$ cat src/inc/crf_pkg.sv
// Constants, types and command codes for the 20-bit processor register file.
// Assumes the decode/execute datapath drives one command per cycle on clk_i.
package crf_pkg;

    localparam int unsigned CRF_AW    = 20;
    localparam int unsigned CRF_NREG  = 16;
    localparam logic [3:0]  CRF_R_PC  = 4'h0;
    localparam logic [3:0]  CRF_R_SP  = 4'h1;
    localparam logic [3:0]  CRF_R_SR  = 4'h2;
    localparam logic [3:0]  CRF_R_CG  = 4'h3;

    // Flags register bit positions
    localparam int unsigned CRF_B_C      = 0;
    localparam int unsigned CRF_B_Z      = 1;
    localparam int unsigned CRF_B_N      = 2;
    localparam int unsigned CRF_B_GIE    = 3;
    localparam int unsigned CRF_B_HALT   = 4;
    localparam int unsigned CRF_B_XTOFF  = 5;
    localparam int unsigned CRF_B_LOOPOF = 6;
    localparam int unsigned CRF_B_DCOOFF = 7;
    localparam int unsigned CRF_B_V      = 8;
    localparam int unsigned CRF_B_PCHI   = 12;   // Stacked flags word carries program-flow 19:16 here

    // Source addressing modes
    localparam logic [1:0] CRF_AS_REG = 2'h0;
    localparam logic [1:0] CRF_AS_IDX = 2'h1;
    localparam logic [1:0] CRF_AS_IND = 2'h2;
    localparam logic [1:0] CRF_AS_INC = 2'h3;

    // Constant values
    localparam logic [19:0] CRF_K0   = 20'h00000;
    localparam logic [19:0] CRF_K1   = 20'h00001;
    localparam logic [19:0] CRF_K2   = 20'h00002;
    localparam logic [19:0] CRF_K4   = 20'h00004;
    localparam logic [19:0] CRF_K8   = 20'h00008;
    localparam logic [19:0] CRF_KB   = 20'h000FF;
    localparam logic [19:0] CRF_KW   = 20'h0FFFF;
    localparam logic [19:0] CRF_KA   = 20'hFFFFF;
    localparam logic [19:0] CRF_STEP_W = 20'h00002;
    localparam logic [19:0] CRF_STEP_A = 20'h00004;
    localparam logic [19:0] CRF_RST  = 20'h00000;
    localparam logic [15:0] CRF_SR_RST = 16'h0000;

    typedef enum logic [1:0] {
        CRF_W_BYTE = 2'h0,
        CRF_W_WORD = 2'h1,
        CRF_W_ADDR = 2'h2
    } crf_width_t;

    // Stack and flow commands, one-hot
    typedef enum logic [7:0] {
        CRF_OP_NONE  = 8'h00,
        CRF_OP_PUSHW = 8'h01,   // Word push, also short call
        CRF_OP_PUSHA = 8'h02,   // Address-word push, also long call
        CRF_OP_POPW  = 8'h04,   // Short return / word pop
        CRF_OP_POPA  = 8'h08,   // Long return / address pop
        CRF_OP_BRS   = 8'h10,   // Short branch or short call target
        CRF_OP_BRL   = 8'h20,   // Long branch or long call target
        CRF_OP_IRQ   = 8'h40,   // Interrupt entry, one push of 4 bytes total
        CRF_OP_RETI  = 8'h80    // Interrupt return
    } crf_op_t;

    // Flag update request from the execute unit
    typedef struct packed {
        logic       en;
        logic       is_sub;     // Subtract/compare sense for overflow
        crf_width_t width;
        logic [19:0] a;         // Destination operand
        logic [19:0] b;         // Source operand
        logic [19:0] res;
        logic       carry;
    } crf_flag_req_t;

    // Explicit register write
    typedef struct packed {
        logic       en;
        logic [3:0] dst;
        crf_width_t width;
        logic       sign_extend_op;
        logic [19:0] data;
    } crf_wr_t;

    // Program-flow control
    typedef struct packed {
        crf_op_t     op;
        logic        adv;       // Advance past fetched instruction
        logic [1:0]  len_words; // 0..3 => 2, 4, 6, 8 bytes
        logic [19:0] target;    // Branch target or popped data
        logic [15:0] popped_sr; // Stacked flags word on interrupt return
    } crf_flow_t;

endpackage

$ cat src/hdl/crf_regfile.sv
// Processor register file: program-flow, stack pointer, flags, constants, R4..R15.
// Assumes a single-cycle command interface from the decode/execute datapath;
// memory traffic for the stack is done outside, this block supplies addresses/data.
`timescale 1ns/1ps
`default_nettype none

module crf_regfile
    import crf_pkg::*;
#(
    parameter int unsigned NGEN = 12
) (
    input  wire logic          clk_i,
    input  wire logic          rst_n_i,
    // Source read port
    input  wire logic [3:0]    src_sel_i,
    input  wire logic [1:0]    src_mode_field_i,
    input  wire crf_width_t    src_width_i,
    output logic [19:0]        src_data_o,
    output logic               src_is_const_o,
    // Second read port (destination operand)
    input  wire logic [3:0]    dst_sel_i,
    output logic [19:0]        dst_data_o,
    // Writes, flags, flow
    input  wire crf_wr_t       wr_i,
    input  wire crf_flag_req_t flag_i,
    input  wire crf_flow_t     flow_i,
    // Stack interface
    output logic [19:0]        stack_addr_o,
    output logic [19:0]        stack_wdata_o,
    output logic [15:0]        stack_sr_word_o,
    // State
    output logic [19:0]        program_flow_o,
    output logic [19:0]        stack_ptr_o,
    output logic [15:0]        flags_o,
    output logic               global_irq_enable_o,
    output logic               processor_halt_o,
    output logic               crystal_off_o,
    output logic               loop_ctrl_off_o,
    output logic               dco_off_o
);

    // Elaboration-time guard: the register map only has room for twelve general registers
    if (NGEN != 12) begin : gen_ngen_check
        $error("crf_regfile: NGEN must be 12");
    end

    ////////////////////////////////////////////////////////////////////////////
    // State

    typedef struct packed {
        logic [19:0]            program_flow;
        logic [19:0]            stack_ptr;
        logic [15:0]            flags;
        logic [11:0][19:0]      gen;
        logic [19:0]            stack_addr;
        logic [19:0]            stack_wdata;
        logic [15:0]            stack_sr_word;
    } crf_state_t;

    crf_state_t state_reg;
    crf_state_t state_next;

    ////////////////////////////////////////////////////////////////////////////
    // Functions

    // Width-dependent write shaping; sign extend is the lone exception
    function automatic logic [19:0] crf_shape(input logic [19:0] d, input crf_width_t w, input logic sx);
        logic [19:0] r;
        r = d;
        if (sx) begin
            r = {{12{d[7]}}, d[7:0]};
        end else if (w == CRF_W_BYTE) begin
            r = {12'h000, d[7:0]};
        end else if (w == CRF_W_WORD) begin
            r = {4'h0, d[15:0]};
        end
        return r;
    endfunction

    // Plain register read, no width masking
    function automatic logic [19:0] crf_read(input crf_state_t s, input logic [3:0] sel);
        logic [19:0] r;
        r = CRF_K0;
        if (sel == CRF_R_PC) begin
            r = s.program_flow;
        end else if (sel == CRF_R_SP) begin
            r = s.stack_ptr;
        end else if (sel == CRF_R_SR) begin
            r = {4'h0, s.flags};
        end else if (sel == CRF_R_CG) begin
            r = CRF_K0;
        end else begin
            r = s.gen[sel - 4'h4];
        end
        return r;
    endfunction

    // Sign of a value at the given width
    function automatic logic crf_msb(input logic [19:0] d, input crf_width_t w);
        logic r;
        r = d[19];
        if (w == CRF_W_BYTE) begin
            r = d[7];
        end else if (w == CRF_W_WORD) begin
            r = d[15];
        end
        return r;
    endfunction

    ////////////////////////////////////////////////////////////////////////////
    // Source port with constant generators

    always_comb begin
        src_is_const_o = 1'b0;
        src_data_o     = crf_read(state_reg, src_sel_i);
        if (src_sel_i == CRF_R_SR && src_mode_field_i != CRF_AS_REG) begin
            src_is_const_o = 1'b1;
            if (src_mode_field_i == CRF_AS_IDX) begin
                src_data_o = CRF_K0;
            end else if (src_mode_field_i == CRF_AS_IND) begin
                src_data_o = CRF_K4;
            end else begin
                src_data_o = CRF_K8;
            end
        end else if (src_sel_i == CRF_R_CG) begin
            src_is_const_o = 1'b1;
            if (src_mode_field_i == CRF_AS_REG) begin
                src_data_o = CRF_K0;
            end else if (src_mode_field_i == CRF_AS_IDX) begin
                src_data_o = CRF_K1;
            end else if (src_mode_field_i == CRF_AS_IND) begin
                src_data_o = CRF_K2;
            end else if (src_width_i == CRF_W_BYTE) begin
                src_data_o = CRF_KB;
            end else if (src_width_i == CRF_W_WORD) begin
                src_data_o = CRF_KW;
            end else begin
                src_data_o = CRF_KA;
            end
        end
        dst_data_o = crf_read(state_reg, dst_sel_i);
    end

    ////////////////////////////////////////////////////////////////////////////
    // Next-state logic

    always_comb begin
        logic [19:0] pf;
        logic [19:0] sp;
        logic [15:0] fl;
        logic [19:0] wv;
        logic        sa;
        logic        sb;
        logic        sr;
        logic [19:0] rmask;
        state_next = state_reg;
        pf    = state_reg.program_flow;
        sp    = state_reg.stack_ptr;
        fl    = state_reg.flags;
        wv    = crf_shape(wr_i.data, wr_i.width, wr_i.sign_extend_op);
        sa    = crf_msb(flag_i.a, flag_i.width);
        sb    = crf_msb(flag_i.b, flag_i.width);
        sr    = crf_msb(flag_i.res, flag_i.width);
        rmask = (flag_i.width == CRF_W_BYTE) ? CRF_KB :
                (flag_i.width == CRF_W_WORD) ? CRF_KW : CRF_KA;

        // Sequential advance past the instruction just fetched
        if (flow_i.adv) begin
            pf = pf + {17'h00000, flow_i.len_words, 1'b0} + CRF_STEP_W;
        end

        // Flow and stack commands
        case (flow_i.op)
            CRF_OP_PUSHW: begin
                sp = state_reg.stack_ptr - CRF_STEP_W;
                state_next.stack_wdata = {4'h0, pf[15:0]};
            end
            CRF_OP_PUSHA: begin
                sp = state_reg.stack_ptr - CRF_STEP_A;
                state_next.stack_wdata = pf;
            end
            CRF_OP_IRQ: begin
                sp = state_reg.stack_ptr - CRF_STEP_A;
                state_next.stack_wdata   = pf;
                state_next.stack_sr_word = fl;
                state_next.stack_sr_word[CRF_B_PCHI +: 4] = pf[19:16];
            end
            CRF_OP_POPW: begin
                pf = {4'h0, flow_i.target[15:0]};
                sp = state_reg.stack_ptr + CRF_STEP_W;
            end
            CRF_OP_POPA: begin
                pf = flow_i.target;
                sp = state_reg.stack_ptr + CRF_STEP_A;
            end
            CRF_OP_BRS: begin
                pf = {4'h0, flow_i.target[15:0]};
            end
            CRF_OP_BRL: begin
                pf = flow_i.target;
            end
            CRF_OP_RETI: begin
                pf = {flow_i.popped_sr[CRF_B_PCHI +: 4], flow_i.target[15:0]};
                fl = flow_i.popped_sr & 16'h0FFF;
                sp = state_reg.stack_ptr + CRF_STEP_A;
            end
            default: begin
            end
        endcase
        state_next.stack_addr = sp;

        // Flag update from the execute unit
        if (flag_i.en) begin
            fl[CRF_B_C] = flag_i.carry;
            fl[CRF_B_Z] = ((flag_i.res & rmask) == CRF_K0);
            fl[CRF_B_N] = sr;
            if (flag_i.is_sub) begin
                fl[CRF_B_V] = (sa != sb) && (sr != sa);
            end else begin
                fl[CRF_B_V] = (sa == sb) && (sr != sa);
            end
        end

        // Explicit destination write wins over flow, stack and flags
        if (wr_i.en) begin
            if (wr_i.dst == CRF_R_PC) begin
                pf = wv;
            end else if (wr_i.dst == CRF_R_SP) begin
                sp = wv;
            end else if (wr_i.dst == CRF_R_SR) begin
                fl = wv[15:0];                                    // 20-bit writes not guarded
            end else if (wr_i.dst == CRF_R_CG) begin
                fl = fl;                                          // constant source, no storage
            end else begin
                state_next.gen[wr_i.dst - 4'h4] = wv;
            end
        end

        state_next.program_flow = {pf[19:1], 1'b0};
        state_next.stack_ptr    = {sp[19:1], 1'b0};
        state_next.flags        = fl;
    end

    ////////////////////////////////////////////////////////////////////////////
    // State register

    always_ff @(posedge clk_i or negedge rst_n_i) begin
        if (!rst_n_i) begin
            state_reg <= '0;
        end else begin
            state_reg <= state_next;
        end
    end

    ////////////////////////////////////////////////////////////////////////////
    // Outputs straight from state

    assign program_flow_o      = state_reg.program_flow;
    assign stack_ptr_o         = state_reg.stack_ptr;
    assign flags_o             = state_reg.flags;
    assign stack_addr_o        = state_reg.stack_addr;
    assign stack_wdata_o       = state_reg.stack_wdata;
    assign stack_sr_word_o     = state_reg.stack_sr_word;
    assign global_irq_enable_o = state_reg.flags[CRF_B_GIE];
    assign processor_halt_o    = state_reg.flags[CRF_B_HALT];
    assign crystal_off_o       = state_reg.flags[CRF_B_XTOFF];
    assign loop_ctrl_off_o     = state_reg.flags[CRF_B_LOOPOF];
    assign dco_off_o           = state_reg.flags[CRF_B_DCOOFF];

endmodule

`default_nettype wire

$ cat config.mk
export PLATFORM = sky130hd
export DESIGN_NAME = crf_regfile
export DESIGN_NICKNAME = d
export VERILOG_FILES = /design/src/inc/crf_pkg.sv /design/src/hdl/crf_regfile.sv
export SDC_FILE = /design/constraint.sdc
export NUM_CORES = 1
export LEC_CHECK = 0
export BUFFER_PORTS_ARGS = -buffer_cell sky130_fd_sc_hd__buf_2
export CORE_UTILIZATION = 54
export CTS_BUF_LIST = sky130_fd_sc_hd__clkbuf_8
export CTS_CLUSTER_SIZE = 40
export DETAILED_ROUTE_END_ITERATION = 16
export MAX_ROUTING_LAYER = met4
export PLACE_DENSITY = 0.82
export SETUP_SLACK_MARGIN = 0.3
export SLEW_MARGIN = 30
export SYNTH_ARGS = -nofsm -noshare
export SYNTH_HDL_FRONTEND = slang
export SYNTH_SLANG_ARGS = --single-unit
export TNS_END_PERCENT = 100
$ cat constraint.sdc
create_clock -name clk_i -period 2.95 [get_ports clk_i]
set_clock_uncertainty 0.05 [all_clocks]
set_input_delay 0.4425 -clock clk_i [delete_from_list [all_inputs] [get_ports clk_i]]
set_output_delay 0.4425 -clock clk_i [all_outputs]
set_load 0.01 [all_outputs]
==> results of run 1 <==
==> power groups by stage <==
stage / logic [mW] / clock network (mW) / registers [mW]
2_1_floorplan: 5.56 / 0 / 6.81
3_3_place_gp: 8.28 / 0 / 7.15
3_5_place_dp: 8.45 / 0 / 7.27
4_1_cts: 9.84 / 4.24 / 7.16
5_1_grt: 11.5 / 4.47 / 7.40
6_report: 10.9 / 4.28 / 7.34
==> area by class of cell <==
class	instances	area share
clock inverter	25	0.00501
sequential	348	0.311
tap	518	0.0232
clock buffer	70	0.0344
timing repair buffer	679	0.177
antenna	6	0.000537
inverter	30	0.00420
multi-input combinational	1406	0.444
==> layer usage <==
metal,track usage,vias up,share of wire
met5,-,-,0
met4,0.226,0,0.070
met3,0.0802,478,0.11
met2,0.633,1661,0.47
met1,0.481,9950,0.36
li1,-,8334,-
==> worst min-delay path, stage by stage <==
cell     delay [ps]
buf_2            80
mux2i_1          60
o21ai_0         160
==> synthesized netlist by cell type (all sizes together) (6+ instances only) <==
master and instances:
o22ai 7, o21a 10, mux2i 43, nand2 197
o21ai 152, a22oi 33, dfrtp 348, ha 43
mux4 120, a211oi 10, nor2 179, a22o 6
nor2b 8, xor2 20, clkbuf 110, a221oi 9
nand3 22, xnor2 31, a31oi 13, o211ai 29
nor4 8, or3 9, a21o 13, a21oi 174
inv 30, buf 153, nor3 11, mux2 158
o221ai 24, nand2b 13
==> path summary, 6_finish.rpt <==
| path | startpoint | endpoint | slack (ps) | depth (start not counted) |
|---|---|---|---|---|
| hold reg to reg | stack_sr_word_o[12] | stack_sr_word_o[12] | 420 | 2 |
| hold / removal | flow_i[23] | program_flow_o[7] | 40 | 3 |
| min in group asynchronous | rst_n_i | state_reg[225] | 200 | 2 |
| setup reg to reg | stack_ptr_o[6] | stack_addr_o[18] | 330 | 10 |
| setup / recovery | state_reg[283] | dst_data_o[7] | -490 | 8 |
| max in group asynchronous | rst_n_i | state_reg[133] | 1790 | 3 |
==> metrics by stage <==
stage	util	setup TNS (ps)	power, mW	setup slack, ps	cells
2_1_floorplan	-	-14300	12.4	-762	2047
3_3_place_gp	0.630	-15090	15.4	-624	2856
3_5_place_dp	0.630	-16710	15.7	-710	2856
4_1_cts	0.700	-6730	21.2	-517	3036
5_1_grt	0.720	-8730	23.4	-522	3081
6_report	0.720	-8060	22.5	-487	3082
==> cell families after synthesis <==
logic type,Yosys count,synth area share
AND/OR/NAND/NOR,476,0.0956
XOR/XNOR,51,0.0209
other,1,0.000176
adder cells (fa/ha/maj),46,0.0280
buffers and inverters,293,0.0740
AO/OA/AOI/OAI,508,0.144
flip-flops,348,0.408
multiplexers,321,0.230
==> timing repair <==
action / in CTS / in global routing
gates cloned: 2 / 0
buffers inserted: 68 / 39
resized for setup: 222 / 90
setup endpoints to repair: 67 / 77
hold buffers: 15 / 0
hold endpoints to repair: 62 / 0
pin swaps: 95 / 70
==> results.sh, run 1 <==
export IMPL_status="complete, but fails checks"
export IMPL_violations="setup timing"
export IMPL_ys_ff_latch=348
export IMPL_routabilityCongestion=1.02
export IMPL_rows=72
export IMPL_cts_clk_slew_worst_paths_ps=70
export IMPL_swShare=0.389
export IMPL_timing_critical_path_arrival_ps=2940
export IMPL_grt_antenna_before_repair=5
export IMPL_critPathMaxStageDelay_ps=500
export IMPL_crit_top_cell="mux2_4"
export IMPL_viasPerCell=6.63
export IMPL_clkPwrFrac=0.190
export IMPL_cts_tree="done"
export IMPL_cell_internal_pwr_mw=13.8
export IMPL_cap_viol_max_count=0
export IMPL_grt_util_all_layers=0.400
export IMPL_drt_first_pass_iters=6
export IMPL_crit_family="multiplexers"
export IMPL_power_net_switching_mw=8.76
export IMPL_ir_worst_vdd_mv=0.447
export IMPL_final_area_um2=28000
export IMPL_relSlewSlack=0.434
export IMPL_area_delta_synth_final_pct=30.9
export IMPL_whs_ps=39.3
export IMPL_setup_viol=28
export IMPL_p_seq_frac=0.326
export IMPL_grt_pass1_vias=20400
export IMPL_die_x_um=201
export IMPL_synth_area_leader_cell="dfrtp_1"
export IMPL_post_route_min_period_ps=3440
export IMPL_via_count=20400
export IMPL_clk_latency_ps=700
export IMPL_layout_nets=2721
export IMPL_start_util=0.550
export IMPL_synth_top_cell_area_share=0.408
export IMPL_grt_setup_unrepaired="yes"
export IMPL_fmax_mhz=291
export IMPL_hold_path_class="primary input to register"
export IMPL_worstPathCellList="mux4_2 -> mux2_4 -> a22oi_2 -> nor2_1 -> a21oi_1 -> o221ai_1 -> mux2_4 -> buf_6"
export IMPL_crit_type="register to output pin"
export IMPL_cp_slowest_cell="mux4_2"
export IMPL_clock_sinks=348
export IMPL_drcViolationCount=0
export IMPL_worst_pin_slew_ps=849
export IMPL_synth_cell_types=69
export IMPL_slew_violations=0
export IMPL_io_pins=312
export IMPL_regArea_um2=8710
export IMPL_synth_ff_type="dfrtp_1"
export IMPL_power_density_nw_per_um2=805
export IMPL_postSynthAreaPerCell_um2=10.5
export IMPL_yosysWarnings=0
export IMPL_grt_first_pass_wirelength_um=120000
export IMPL_die_area_um2=40400
export IMPL_htreeDepth=2
export IMPL_cp_max_fo=2
export IMPL_layout_commonest_cell="buf_4"
export IMPL_dp_hpwl_um=53200
export IMPL_placed_area_um2=24500
export IMPL_fillers=2477
export IMPL_async_flop_share=1.00
export IMPL_drt_iter0_drc=2570
export IMPL_seq_area_frac_synth=0.408
export IMPL_cp_end_kind="output pin"
export IMPL_cts_buffers_inserted=56
export IMPL_io_buffers=272
export IMPL_cp_num_buf_inv=1
export IMPL_synth_cells=2044
export IMPL_multiInputGateArea_um2=12400
export IMPL_p_comb_frac=0.484
export IMPL_fin_ws_ps=-487
export IMPL_finalHoldViolations=0
export IMPL_finalCritPeriodShare=1.17
export IMPL_drive_above_1_share=0.476
export IMPL_crit_path_start_kind="register"
export IMPL_drtAntennaViolNets=0
export IMPL_syn_area_um2=21400
export IMPL_required_ps=2460
export IMPL_die_y_um=201
export IMPL_final_cell_mix="buf_4 (352), dfrtp_1 (347), buf_2 (250), nand2_1 (188), nor2_1 (162)"
export IMPL_grt_max_degree=90
export IMPL_cts_max_path_buffers=3
export IMPL_drt_wl_total_um=81800
export IMPL_core_um2=38800
export IMPL_overflow=0
export IMPL_largest_reg_flops=240
export IMPL_wl_per_cell_um=26.6
export IMPL_p_leak_nw=12.6
export IMPL_synth_enable_flop_cells=0
export IMPL_synth_top_cells_by_area="dfrtp_1 (41%), mux4_2 (13%), mux2_2 (8.3%)"
export IMPL_clockRootBuffer="clkbuf_8"
No activity file was read; power rests on OpenSTA's default activity.
==> run 2, diff against run 1 <==
--- a/config.mk
+++ b/config.mk
@@ -11,7 +11,7 @@
 export CTS_CLUSTER_SIZE = 40
 export DETAILED_ROUTE_END_ITERATION = 16
 export MAX_ROUTING_LAYER = met4
-export PLACE_DENSITY = 0.82
+export PLACE_DENSITY = 0.79
 export SETUP_SLACK_MARGIN = 0.3
 export SLEW_MARGIN = 30
 export SYNTH_ARGS = -nofsm -noshare
==> results.sh, run 2 (synthesized netlist as in run 1, its figures left out) <==
export IMPL_hold_path_class="primary input to register"
export IMPL_crit_type="register to output pin"
export IMPL_io_pins=312
export IMPL_final_area_um2=27900
export IMPL_grt_max_degree=74
export IMPL_drt_iter0_drc=2546
export IMPL_worst_pin_slew_ps=1020
export IMPL_io_buffers=272
export IMPL_layout_commonest_cell="dfrtp_1"
export IMPL_clk_latency_ps=680
export IMPL_slew_violations=0
export IMPL_grt_first_pass_wirelength_um=120000
export IMPL_fin_util=0.718
export IMPL_cts_tree="done"
export IMPL_clockRootBuffer="clkbuf_8"
export IMPL_tns_ps=-7620
export IMPL_status="complete, but fails checks"
export IMPL_post_route_min_period_ps=3450
export IMPL_fin_ws_ps=-496
export IMPL_rows=72
export IMPL_drt_wl_total_um=83000
export IMPL_cap_viol_max_count=0
export IMPL_viasPerCell=6.57
export IMPL_cts_clk_slew_worst_paths_ps=60
export IMPL_cp_max_fo=3
export IMPL_drt_first_pass_iters=6
export IMPL_relSlewSlack=0.323
export IMPL_wl_per_cell_um=27.1
export IMPL_overflow=0
export IMPL_drive_above_1_share=0.465
export IMPL_die_area_um2=40400
export IMPL_die_x_um=201
export IMPL_cts_buffers_inserted=57
export IMPL_cp_startpoint="state_reg[111]"
export IMPL_finalHoldViolations=0
export IMPL_dpl_worst_slack_ps=-631
export IMPL_required_ps=2460
export IMPL_finalCritPeriodShare=1.17
export IMPL_drcViolationCount=0
export IMPL_dp_hpwl_um=54700
export IMPL_ir_worst_vdd_mv=0.426
export IMPL_p_leak_nw=12.6
export IMPL_fmax_mhz=290
export IMPL_clock_sinks=348
export IMPL_cp_end_kind="output pin"
export IMPL_worstHoldStart="flag_i[0]"
export IMPL_htreeDepth=2
export IMPL_timing_critical_path_arrival_ps=2950
export IMPL_r2r_start="stack_ptr_o[5]"
export IMPL_r2r_slack_ps=240
export IMPL_grt_pass1_vias=20000
export IMPL_area_delta_synth_final_pct=30.6
export IMPL_layout_nets=2712
export IMPL_grt_setup_unrepaired="yes"
export IMPL_via_count=20200
export IMPL_final_cell_mix="dfrtp_1 (347), buf_4 (312), buf_2 (253), nand2_1 (190), nor2_1 (162)"
export IMPL_violations="setup timing"
export IMPL_setup_viol=34
export IMPL_routabilityCongestion=1.01
export IMPL_placed_area_um2=24500
export IMPL_core_um2=38800
export IMPL_largest_reg_flops=240
export IMPL_power_mw=22.5
export IMPL_grt_util_all_layers=0.406
export IMPL_power_density_nw_per_um2=805
export IMPL_crit_path_start_kind="register"
export IMPL_die_y_um=201
export IMPL_drtAntennaViolNets=0
export IMPL_start_util=0.550
export IMPL_grt_antenna_before_repair=0
export IMPL_cts_max_path_buffers=3
-- run 2: changes by cell type in the layout (fill, tap and decap cells not counted), moves of 6 or more --
cell,delta
buf_6,+29
dlygate4sd3_1,-6
buf_12,+6
buf_4,-40
a21oi_2,-11
a21oi_1,+9
-- run 2: repair_timing --
| item | 4_1_cts | 5_1_grt |
|---|---|---|
| pin swaps | 90 | 75 |
| gates cloned | 1 | 2 |
| resized for setup | 198 | 105 |
| hold endpoints to repair | 72 | 0 |
| hold buffers | 9 | 0 |
| endpoints found under the setup margin | 63 | 83 |
| setup buffers | 67 | 42 |
-- run 2: through the flow --
stage	instances	hold slack, ps
after global routing	3069	15.5
after global placement	2850	408
after floorplan	2047	96.9
after detailed placement	2850	411
final	3070	23.2
after CTS	3025	6.71
-- run 2: cell type report --
| type | instances | area (um2) |
|---|---|---|
| sequential | 348 | 8710 |
| antenna | 1 | 2.50 |
| clock buffer | 69 | 950 |
| clock inverter | 29 | 159 |
| multi-input combinational | 1406 | 12300 |
| tap | 518 | 648 |
| timing repair buffer | 669 | 5050 |
| inverter | 30 | 118 |
| fill | 2593 | 10900 |
-- run 2: per-layer routing --
metal / global-route usage / share of wire
met3: 0.0998 / 0.11
met1: 0.502 / 0.36
met4: 0.236 / 0.071
met5: - / 0
met2: 0.609 / 0.46
-- run 2: worst paths after layout --
check / end / cells after the start
worst max-delay path: dst_data_o[15] / 8
worst min-delay path: flags_o[0] / 3
worst max register to register: stack_ptr_o[15] / 12
worst min register to register: stack_sr_word_o[13] / 2
max in group asynchronous: stack_wdata_o[12] / 3
min in group asynchronous: program_flow_o[5] / 2
-- run 2: power by group --
part | internal [mW] | switching (mW) | total [mW]
sequential | 6.01 | 1.31 | 7.32
clock | 2.19 | 2.07 | 4.27
combinational | 5.51 | 5.36 | 10.9
total | 13.7 | 8.75 | 22.5
-- run 2: worst max-delay path: stages, from the launching register on --
cell	delay, ps
dfrtp_1	420
mux4_2	510
mux2_4	290
a22oi_2	280
nor2_1	70
a21oi_1	140
o221ai_1	120
mux2_4	320
buf_6	130
